--- config.mk ---
export PLATFORM = sky130hd
export DESIGN_NAME = ptm_timer
export DESIGN_NICKNAME = d
export VERILOG_FILES = /design/src/design/ptm_pkg.sv /design/src/design/ptm_timer.sv
export SDC_FILE = /design/constraint.sdc
export NUM_CORES = 1
export LEC_CHECK = 0
export ABC_AREA = 0
export BUFFER_PORTS_ARGS = -buffer_cell sky130_fd_sc_hd__buf_2
export CELL_PAD_IN_SITES_DETAIL_PLACEMENT = 1
export CELL_PAD_IN_SITES_GLOBAL_PLACEMENT = 1
export CORE_UTILIZATION = 47
export CTS_CLUSTER_SIZE = 28
export DETAILED_ROUTE_END_ITERATION = 10
export GPL_TIMING_DRIVEN = 0
export PLACE_DENSITY = 0.85
export SLEW_MARGIN = 25
export SYNTH_ARGS = -nofsm -noshare
export SYNTH_HDL_FRONTEND = slang
export SYNTH_SLANG_ARGS = --single-unit
--- constraint.sdc ---
create_clock -name clk -period 3.3 [get_ports clk]
set_input_delay 0.495 -clock clk [delete_from_list [all_inputs] [get_ports clk]]
set_output_delay 0.495 -clock clk [all_outputs]
set_load 0.01 [all_outputs]
--- src/design/ptm_pkg.sv ---
// Constants, register map and field layout of the periodic timer block.
// Assumes a single 25 MHz timer clock and a plain strobe register port.
package ptm_pkg;

  localparam int CNT_W = 10;
  localparam int DATA_W = 16;
  localparam int ADDR_W = 3;

  localparam logic [CNT_W-1:0] CNT_MAX = 10'h3ff;
  localparam logic [CNT_W-1:0] CNT_ZERO = 10'h000;
  localparam logic [CNT_W-1:0] CNT_ONE = 10'h001;

  typedef enum logic [1:0] {
    PTM_MODE_COMPARE = 2'h0,
    PTM_MODE_CAPTURE = 2'h1,
    PTM_MODE_PULSE = 2'h2,
    PTM_MODE_TIMER = 2'h3
  } ptm_mode_e;

  localparam logic [1:0] IO_RISE = 2'h0;
  localparam logic [1:0] IO_FALL = 2'h1;
  localparam logic [1:0] IO_BOTH = 2'h2;
  localparam logic [1:0] IO_NONE = 2'h3;
  localparam logic [1:0] IO_PULSE = 2'h3;

  localparam logic [1:0] CLR_NONE = 2'h0;
  localparam logic [1:0] CLR_RISE = 2'h1;
  localparam logic [1:0] CLR_FALL = 2'h2;
  localparam logic [1:0] CLR_BOTH = 2'h3;

  localparam logic [1:0] SRC_EXT_CODE = 2'h1;

  // Register indices
  localparam logic [ADDR_W-1:0] REG_CTRL = 3'h0;
  localparam logic [ADDR_W-1:0] REG_CMPA = 3'h1;
  localparam logic [ADDR_W-1:0] REG_CMPB = 3'h2;
  localparam logic [ADDR_W-1:0] REG_PERIOD = 3'h3;
  localparam logic [ADDR_W-1:0] REG_COUNT = 3'h4;
  localparam logic [ADDR_W-1:0] REG_STATUS = 3'h5;

  // Control register fields
  localparam int CTRL_RUN = 0;
  localparam int CTRL_IO_LO = 1;
  localparam int CTRL_IO_HI = 2;
  localparam int CTRL_MODE_LO = 3;
  localparam int CTRL_MODE_HI = 4;
  localparam int CTRL_CCLR = 5;
  localparam int CTRL_OC = 6;
  localparam int CTRL_POL = 7;
  localparam int CTRL_CAPTS = 8;
  localparam int CTRL_TCLR_LO = 9;
  localparam int CTRL_TCLR_HI = 10;
  localparam int CTRL_IFS_LO = 11;
  localparam int CTRL_IFS_HI = 12;

  // Status register fields; flags A and P clear on a write of one, the level flag does not
  localparam int STAT_VLF = 0;
  localparam int STAT_FLAG_A = 1;
  localparam int STAT_FLAG_P = 2;

  localparam logic [DATA_W-1:0] DATA_ZERO = 16'h0000;

endpackage

--- src/design/ptm_timer.sv ---
// Periodic timer: single pulse output mode and capture input mode.
// Assumes pins synchronous to clk; counter is clocked at the clk rate.
//
// The address map and the strobed register port were chosen for this implementation.
`timescale 1ns/1ps
`default_nettype none
module ptm_timer (
  input wire logic clk,
  input wire logic nrst,
  input wire logic [ptm_pkg::ADDR_W-1:0] addr,
  input wire logic [ptm_pkg::DATA_W-1:0] wdata,
  input wire logic wr,
  input wire logic rd,
  output logic [ptm_pkg::DATA_W-1:0] rdata,
  input wire logic ext_clock_pin,
  input wire logic capture_input_pin,
  output logic timer_out,
  output logic timer_out_oe_n,
  output logic timer_irq
);

  // ==========================================================
  // Control fields
  // ==========================================================
  logic counter_run;
  logic io_control_hi;
  logic io_control_lo;
  logic mode_select_hi;
  logic mode_select_lo;
  logic counter_clear_select;
  logic output_initial_level;
  logic output_polarity;
  logic capture_source_select;
  logic [1:0] capture_clear_select;
  logic [1:0] input_source_field;
  logic [ptm_pkg::CNT_W-1:0] compare_a_value;
  logic [ptm_pkg::CNT_W-1:0] compare_b_value;
  logic [ptm_pkg::CNT_W-1:0] period_value;
  logic [ptm_pkg::CNT_W-1:0] count;
  logic valid_level_flag;
  logic flag_a;
  logic flag_p;
  logic run_prev;

  wire logic [1:0] mode_sel = {mode_select_hi, mode_select_lo};
  wire logic [1:0] io_sel = {io_control_hi, io_control_lo};
  wire logic mode_pulse = (mode_sel == ptm_pkg::PTM_MODE_PULSE);
  wire logic mode_capture = (mode_sel == ptm_pkg::PTM_MODE_CAPTURE);

  // ==========================================================
  // Pin synchronisers and edge detection
  // ==========================================================
  logic [1:0] ext_sync;
  logic [1:0] cap_sync;
  logic ext_last;
  logic cap_last;

  always_ff @(posedge clk or negedge nrst) begin
    if (!nrst) begin
      ext_sync <= 2'h0;
      cap_sync <= 2'h0;
      ext_last <= 1'b0;
      cap_last <= 1'b0;
    end else begin
      ext_sync <= {ext_sync[0], ext_clock_pin};
      cap_sync <= {cap_sync[0], capture_input_pin};
      ext_last <= ext_sync[1];
      cap_last <= cap_sync[1];
    end
  end

  wire logic ext_rise = ext_sync[1] & ~ext_last;
  // Short pulses can vanish in the synchroniser, so they may be missed
  wire logic sel_ext = capture_source_select | (input_source_field == ptm_pkg::SRC_EXT_CODE);
  wire logic src_now = sel_ext ? ext_sync[1] : cap_sync[1];
  wire logic src_last = sel_ext ? ext_last : cap_last;
  wire logic src_rise = src_now & ~src_last;
  wire logic src_fall = ~src_now & src_last;

  // ==========================================================
  // Bus decode
  // ==========================================================
  wire logic wr_ctrl = wr && (addr == ptm_pkg::REG_CTRL);
  wire logic wr_cmpa = wr && (addr == ptm_pkg::REG_CMPA);
  wire logic wr_cmpb = wr && (addr == ptm_pkg::REG_CMPB);
  wire logic wr_period = wr && (addr == ptm_pkg::REG_PERIOD);
  wire logic wr_status = wr && (addr == ptm_pkg::REG_STATUS);
  wire logic [ptm_pkg::CNT_W-1:0] wdata_cnt = wdata[ptm_pkg::CNT_W-1:0];

  // ==========================================================
  // Event decode
  // ==========================================================
  wire logic run_rise = counter_run & ~run_prev;
  wire logic match_a = mode_pulse && counter_run && !run_rise && (count == compare_a_value);
  // A zero period never matches, so the counter wraps at its maximum
  wire logic match_p = mode_capture && counter_run && !run_rise
                       && (period_value != ptm_pkg::CNT_ZERO) && (count == period_value);

  // ==========================================================
  // Capture and clear decode
  // ==========================================================
  // Decoded once so capture and counter clear share the same edge terms
  wire logic capture_active = mode_capture && counter_run;
  wire logic src_any = src_rise | src_fall;
  wire logic io_rise = (io_sel == ptm_pkg::IO_RISE);
  wire logic io_fall = (io_sel == ptm_pkg::IO_FALL);
  wire logic io_both = (io_sel == ptm_pkg::IO_BOTH);
  wire logic clr_rise = (capture_clear_select == ptm_pkg::CLR_RISE);
  wire logic clr_fall = (capture_clear_select == ptm_pkg::CLR_FALL);
  wire logic clr_both = (capture_clear_select == ptm_pkg::CLR_BOTH);

  // Capture trigger; both io bits set matches none of the terms
  wire logic cap_edge = capture_active &&
                        ((io_rise && src_rise) ||
                         (io_fall && src_fall) ||
                         (io_both && src_any));
  // Extra counter clear chosen by the clear select field
  wire logic edge_clear = capture_active &&
                          ((clr_rise && src_rise) ||
                           (clr_fall && src_fall) ||
                           (clr_both && src_any));
  // Clear field 00 sends all captures to A; otherwise a falling edge goes to B
  wire logic cap_to_b = (capture_clear_select != ptm_pkg::CLR_NONE) && src_fall;
  wire logic cap_a = cap_edge && !cap_to_b;
  wire logic cap_b = cap_edge && cap_to_b;

  // External pin edge arms the pulse in single pulse mode
  // Only an idle counter is armed, so edges during a pulse are ignored
  wire logic ext_start = mode_pulse && ext_rise && !counter_run;
  wire logic irq_event = match_a | match_p | cap_edge;

  // ==========================================================
  // Control register
  // ==========================================================
  always_ff @(posedge clk or negedge nrst) begin
    if (!nrst) begin
      io_control_lo <= 1'b0;
      io_control_hi <= 1'b0;
      mode_select_lo <= 1'b0;
      mode_select_hi <= 1'b0;
      counter_clear_select <= 1'b0;
      output_initial_level <= 1'b0;
      output_polarity <= 1'b0;
      capture_source_select <= 1'b0;
      capture_clear_select <= 2'h0;
      input_source_field <= 2'h0;
    end else if (wr_ctrl) begin
      io_control_lo <= wdata[ptm_pkg::CTRL_IO_LO];
      io_control_hi <= wdata[ptm_pkg::CTRL_IO_HI];
      mode_select_lo <= wdata[ptm_pkg::CTRL_MODE_LO];
      mode_select_hi <= wdata[ptm_pkg::CTRL_MODE_HI];
      counter_clear_select <= wdata[ptm_pkg::CTRL_CCLR];
      output_initial_level <= wdata[ptm_pkg::CTRL_OC];
      output_polarity <= wdata[ptm_pkg::CTRL_POL];
      capture_source_select <= wdata[ptm_pkg::CTRL_CAPTS];
      capture_clear_select <= wdata[ptm_pkg::CTRL_TCLR_HI:ptm_pkg::CTRL_TCLR_LO];
      input_source_field <= wdata[ptm_pkg::CTRL_IFS_HI:ptm_pkg::CTRL_IFS_LO];
    end
  end

  // ==========================================================
  // Run bit
  // ==========================================================
  // A software write wins over the hardware stop and start in the same cycle
  logic next_counter_run;
  always_comb begin
    next_counter_run = counter_run;
    if (wr_ctrl) begin
      next_counter_run = wdata[ptm_pkg::CTRL_RUN];
    end else if (match_a) begin
      next_counter_run = 1'b0;
    end else if (ext_start) begin
      next_counter_run = 1'b1;
    end
  end

  always_ff @(posedge clk or negedge nrst) begin
    if (!nrst) begin
      counter_run <= 1'b0;
    end else begin
      counter_run <= next_counter_run;
    end
  end

  // ==========================================================
  // Counter
  // ==========================================================
  // The period match clears only in capture mode; counter clear select is
  // never read here, so it has no effect in either mode
  logic [ptm_pkg::CNT_W-1:0] next_count;
  always_comb begin
    next_count = count;
    if (run_rise) begin
      next_count = ptm_pkg::CNT_ZERO;
    end else if (counter_run) begin
      if (match_p || edge_clear) begin
        next_count = ptm_pkg::CNT_ZERO;
      end else if (!match_a) begin
        next_count = count + ptm_pkg::CNT_ONE;
      end
    end
  end

  always_ff @(posedge clk or negedge nrst) begin
    if (!nrst) begin
      count <= ptm_pkg::CNT_ZERO;
      run_prev <= 1'b0;
    end else begin
      count <= next_count;
      run_prev <= counter_run;
    end
  end

  // ==========================================================
  // Compare, capture and period registers
  // ==========================================================
  always_ff @(posedge clk or negedge nrst) begin
    if (!nrst) begin
      compare_a_value <= ptm_pkg::CNT_ZERO;
      compare_b_value <= ptm_pkg::CNT_ZERO;
      period_value <= ptm_pkg::CNT_ZERO;
    end else begin
      if (cap_a) begin
        compare_a_value <= count;
      end else if (wr_cmpa) begin
        compare_a_value <= wdata_cnt;
      end
      if (cap_b) begin
        compare_b_value <= count;
      end else if (wr_cmpb) begin
        compare_b_value <= wdata_cnt;
      end
      if (wr_period) begin
        period_value <= wdata_cnt;
      end
    end
  end

  // ==========================================================
  // Flags and interrupt request
  // ==========================================================
  // A hardware set wins over a write-one clear in the same cycle
  wire logic set_a = match_a | cap_edge;
  wire logic clr_a = wr_status & wdata[ptm_pkg::STAT_FLAG_A];
  wire logic clr_p = wr_status & wdata[ptm_pkg::STAT_FLAG_P];

  wire logic next_flag_a = set_a | (flag_a & ~clr_a);
  wire logic next_flag_p = match_p | (flag_p & ~clr_p);

  always_ff @(posedge clk or negedge nrst) begin
    if (!nrst) begin
      flag_a <= 1'b0;
      flag_p <= 1'b0;
    end else begin
      flag_a <= next_flag_a;
      flag_p <= next_flag_p;
    end
  end

  // Interrupt is a one-cycle pulse per event; the level flag keeps the
  // selected input level seen at the last capture
  always_ff @(posedge clk or negedge nrst) begin
    if (!nrst) begin
      valid_level_flag <= 1'b0;
      timer_irq <= 1'b0;
    end else begin
      timer_irq <= irq_event;
      if (cap_edge) begin
        valid_level_flag <= src_now;
      end
    end
  end

  // ==========================================================
  // Pulse output
  // ==========================================================
  // Pulse is high while the run bit is high; initial level and polarity only
  // shape the pin in single pulse mode
  wire logic pulse_level = counter_run ^ output_initial_level ^ output_polarity;

  // Pin is driven only in single pulse mode and released in every other mode
  always_ff @(posedge clk or negedge nrst) begin
    if (!nrst) begin
      timer_out_oe_n <= 1'b1;
    end else begin
      timer_out_oe_n <= ~mode_pulse;
    end
  end

  always_ff @(posedge clk or negedge nrst) begin
    if (!nrst) begin
      timer_out <= 1'b0;
    end else if (mode_pulse) begin
      timer_out <= pulse_level;
    end else begin
      timer_out <= 1'b0;
    end
  end

  // ==========================================================
  // Read data
  // ==========================================================
  logic [ptm_pkg::DATA_W-1:0] ctrl_word;
  logic [ptm_pkg::DATA_W-1:0] status_word;
  logic [ptm_pkg::DATA_W-1:0] next_rdata;

  always_comb begin
    ctrl_word = ptm_pkg::DATA_ZERO;
    ctrl_word[ptm_pkg::CTRL_RUN] = counter_run;
    ctrl_word[ptm_pkg::CTRL_IO_LO] = io_control_lo;
    ctrl_word[ptm_pkg::CTRL_IO_HI] = io_control_hi;
    ctrl_word[ptm_pkg::CTRL_MODE_LO] = mode_select_lo;
    ctrl_word[ptm_pkg::CTRL_MODE_HI] = mode_select_hi;
    ctrl_word[ptm_pkg::CTRL_CCLR] = counter_clear_select;
    ctrl_word[ptm_pkg::CTRL_OC] = output_initial_level;
    ctrl_word[ptm_pkg::CTRL_POL] = output_polarity;
    ctrl_word[ptm_pkg::CTRL_CAPTS] = capture_source_select;
    ctrl_word[ptm_pkg::CTRL_TCLR_HI:ptm_pkg::CTRL_TCLR_LO] = capture_clear_select;
    ctrl_word[ptm_pkg::CTRL_IFS_HI:ptm_pkg::CTRL_IFS_LO] = input_source_field;
    status_word = ptm_pkg::DATA_ZERO;
    status_word[ptm_pkg::STAT_VLF] = valid_level_flag;
    status_word[ptm_pkg::STAT_FLAG_A] = flag_a;
    status_word[ptm_pkg::STAT_FLAG_P] = flag_p;
    next_rdata = ptm_pkg::DATA_ZERO;
    if (addr == ptm_pkg::REG_CTRL) begin
      next_rdata = ctrl_word;
    end else if (addr == ptm_pkg::REG_CMPA) begin
      next_rdata[ptm_pkg::CNT_W-1:0] = compare_a_value;
    end else if (addr == ptm_pkg::REG_CMPB) begin
      next_rdata[ptm_pkg::CNT_W-1:0] = compare_b_value;
    end else if (addr == ptm_pkg::REG_PERIOD) begin
      next_rdata[ptm_pkg::CNT_W-1:0] = period_value;
    end else if (addr == ptm_pkg::REG_COUNT) begin
      next_rdata[ptm_pkg::CNT_W-1:0] = count;
    end else if (addr == ptm_pkg::REG_STATUS) begin
      next_rdata = status_word;
    end
  end

  always_ff @(posedge clk or negedge nrst) begin
    if (!nrst) begin
      rdata <= ptm_pkg::DATA_ZERO;
    end else if (rd) begin
      rdata <= next_rdata;
    end else begin
      rdata <= ptm_pkg::DATA_ZERO;
    end
  end

endmodule
`default_nettype wire

==> flow_summary.json <==
{
  "vias": 3319,
  "multi_input_area_mm2": 0.00200,
  "cts_buffer_depth": 2,
  "drtPass1Iterations": 4,
  "end_kind": "register",
  "crit_chain": "a21oi_1, mux2_2, inv_1, ha_1, and2_1, o31ai_1, or3b_2, clkbuf_1, nor2_1, a21oi_1",
  "rsz0062_at_grt": "no",
  "die_h_um": 96.3,
  "r2r-end": "compare_b_value[7]",
  "worst-path-buf-inv": 2,
  "r2r_slack_ps": 240,
  "synth_edf_count": 0,
  "tightest_slew_ps": 663,
  "p_total_mw": 3.34,
  "drv_slew": 0,
  "synth_area_mm2": 0.00418,
  "clock-root-buffer": "clkbuf_8",
  "final_core_utilization_pct": 54.7,
  "num_io_pins": 44,
  "reg2reg_depth": 10,
  "synth_top_area_share_pct": 46.7,
  "die_w_um": 96.3,
  "coreArea_mm2": 0.00868,
  "die_area_mm2": 0.00926,
  "critPathMaxStageDelay_ps": 490,
  "maxCapViolCount": 0,
  "drc": 0,
  "cts_tree": "yes",
  "first_iter_violations": 159,
  "final_common_cell": "dfrtp_1",
  "drive_gt1_share_pct": 25.3,
  "syn2layout_area_growth_pct": 13.6,
  "max_freq_mhz": 327,
  "grt_pass1_vias": 3464,
  "wl_um": 11800,
  "netlist_instances": 394,
  "avgSynthCellArea_um2": 10.6,
  "cts_max_level": 3,
  "ff_latch_area_mm2": 0.00198,
  "gp_congestion": 0.792,
  "rows": 34,
  "hold_path_class": "in -> async",
  "layout_min_cycle_time_ps": 3060,
  "synth.area.top_cells": "dfrtp_1 (47%), mux2_2 (9.2%), mux2i_1 (5.8%)",
  "crit_path_start_kind": "register",
  "hold_viol": 0,
  "path_max_fanout": 10,
  "drtAntennaViolNets": 0,
  "grt_antenna_before_repair": 0,
  "dp_hpwl_um": 8390,
  "routed_via_density": 5.98,
  "fill_cells": 972,
  "leakage_nw": 2.12,
  "crit_required_ps": 3520,
  "crit_arrival_ps": 3270,
  "wl_per_cell_um": 21.2,
  "start_util_pct": 48.1,
  "synth-seq-cells": 79,
  "diodes": 0,
  "final_cell_mix": "dfrtp_1 (78), buf_2 (47), mux2_2 (34)",
  "cp_slowest_cell": "or3b_2",
  "track_usage_pct": 27.1,
  "cts_post_setup_buffers_inserted": 0,
  "ys_async_sr_fraction_pct": 100,
  "p_per_area_mw_per_mm2": 703,
  "setup_viol": 0,
  "grt_pass1_wl_um": 18200,
  "grt_start_max_net_pins": 47,
  "irDropWorstVdd_mv": 0.387,
  "path_clk_slew_ps": 90,
  "nets": 472,
  "fin_setup_tns_ps": 0,
  "hold_buffers": 0,
  "clock_latency_ps": 360,
  "r2r_start": "capture_source_select",
  "path_common_cell": "a21oi_1",
  "crit_type": "reg -> reg",
  "io_buffers": 35,
  "period_share_pct": 92.6,
  "ys.flop_type": "dfrtp_1",
  "grt-ovfl-total": 0,
  "critPathTopFamily": "simple AND/OR/NAND/NOR gates",
  "yosys_warnings": 0,
  "slew-limit-headroom_pct": 55.6,
  "outcome": "completed",
  "synth.distinct_cells": 50,
  "fin_skew_ps": 7.59,
  "cts_made_buffers": 9,
  "yosys.area.top_type": "dfrtp_1",
  "cts_num_sinks": 79,
  "cts_resized": 0,
  "synth-seq-area-share_pct": 47.4
}
==> synthesized netlist by cell type, types with 2 or more instances <==
cell type and instances:
a21oi_1 22, a22oi_1 11, a31oi_1 6, and2_1 6, and3_1 8, and3b_1 2
buf_2 13, buf_4 4, clkbuf_1 13, dfrtp_1 78, ha_1 4, inv_1 10
mux2_2 34, mux2i_1 24, nand2_1 23, nand2b_1 2, nand3_1 10, nand3b_1 4
nand4_1 10, nor2_1 30, nor2b_1 2, nor3_1 3, o211a_1 7, o211ai_1 7
o21ai_0 5, o22ai_1 6, o31ai_1 2, or2_2 2, or3_1 2, or4_1 3
xnor2_1 22
==> kinds of logic (layout without fill, tap and decap cells) <==
logic type / Yosys count / after routing / share of synthesized area [%]
fa+ha+maj: 4 / 4 / 1.20
buf+inv: 43 / 94 / 4.82
other cells: 1 / 3 / 0.0898
mux: 58 / 58 / 14.9
compound gates: 72 / 72 / 11.9
simple gates: 114 / 114 / 14.8
flops: 79 / 79 / 47.4
xor+xnor: 23 / 23 / 4.82
==> per-stage QoR <==
stage	instances	setup slack (ps)	area, um^2	hold WS (ps)
floorplan	396	728	4180	199
global placement	539	415	4490	336
detailed placement	540	261	4520	340
CTS	555	242	4740	104
global route	555	64.5	4740	126
finish	555	243	4740	93.0
==> worst max-delay path by stage <==
stage                     startpoint                  to  slack [ps]  depth (start not counted)
2_1_floorplan  input_source_field[1]  compare_b_value[0]         730                         11
3_3_place_gp   capture_source_select  compare_b_value[1]         410                         10
3_5_place_dp   capture_source_select  compare_b_value[7]         260                         10
4_1_cts        capture_source_select  compare_b_value[7]         240                         10
5_1_grt        capture_source_select  compare_b_value[9]          60                         10
6_report       capture_source_select  compare_b_value[7]         240                         10
==> state kept, by name, summed over array words and instances, names as in the netlist, 2 cells and up <==
name and count:
count 10, rdata 13, ext_sync 2, input_source_field 2
compare_a_value 10, cap_sync 2, period_value 10, capture_clear_select 2
compare_b_value 10
==> power breakdown <==
part,leakage (nW),switching (mW),internal (mW)
clock network,0.112,0.371,0.444
logic,1.04,0.587,0.488
registers,0.968,0.221,1.22
==> final cells by class <==
cell class | count | area share [%]
repair buffers | 36 | 4.33
clock inverters | 5 | 1.74
flip-flops and latches | 79 | 41.7
multi-input cells | 274 | 42.2
inverters | 10 | 0.791
well taps | 108 | 2.85
clock buffers | 10 | 2.90
plain buffers | 33 | 3.46
==> metal layers <==
layer | share of wire, % | GRT usage, % | wire, um | vias up
met3 | 4.6 | 5.21 | 547 | 25
met5 | 0 | 0 | 0 | -
li1 | - | - | - | 1492
met4 | 2.4 | 10.4 | 287 | 0
met2 | 49 | 44.9 | 5830 | 97
met1 | 43 | 34.9 | 5120 | 1705
(Power assumes the default switching activity.)
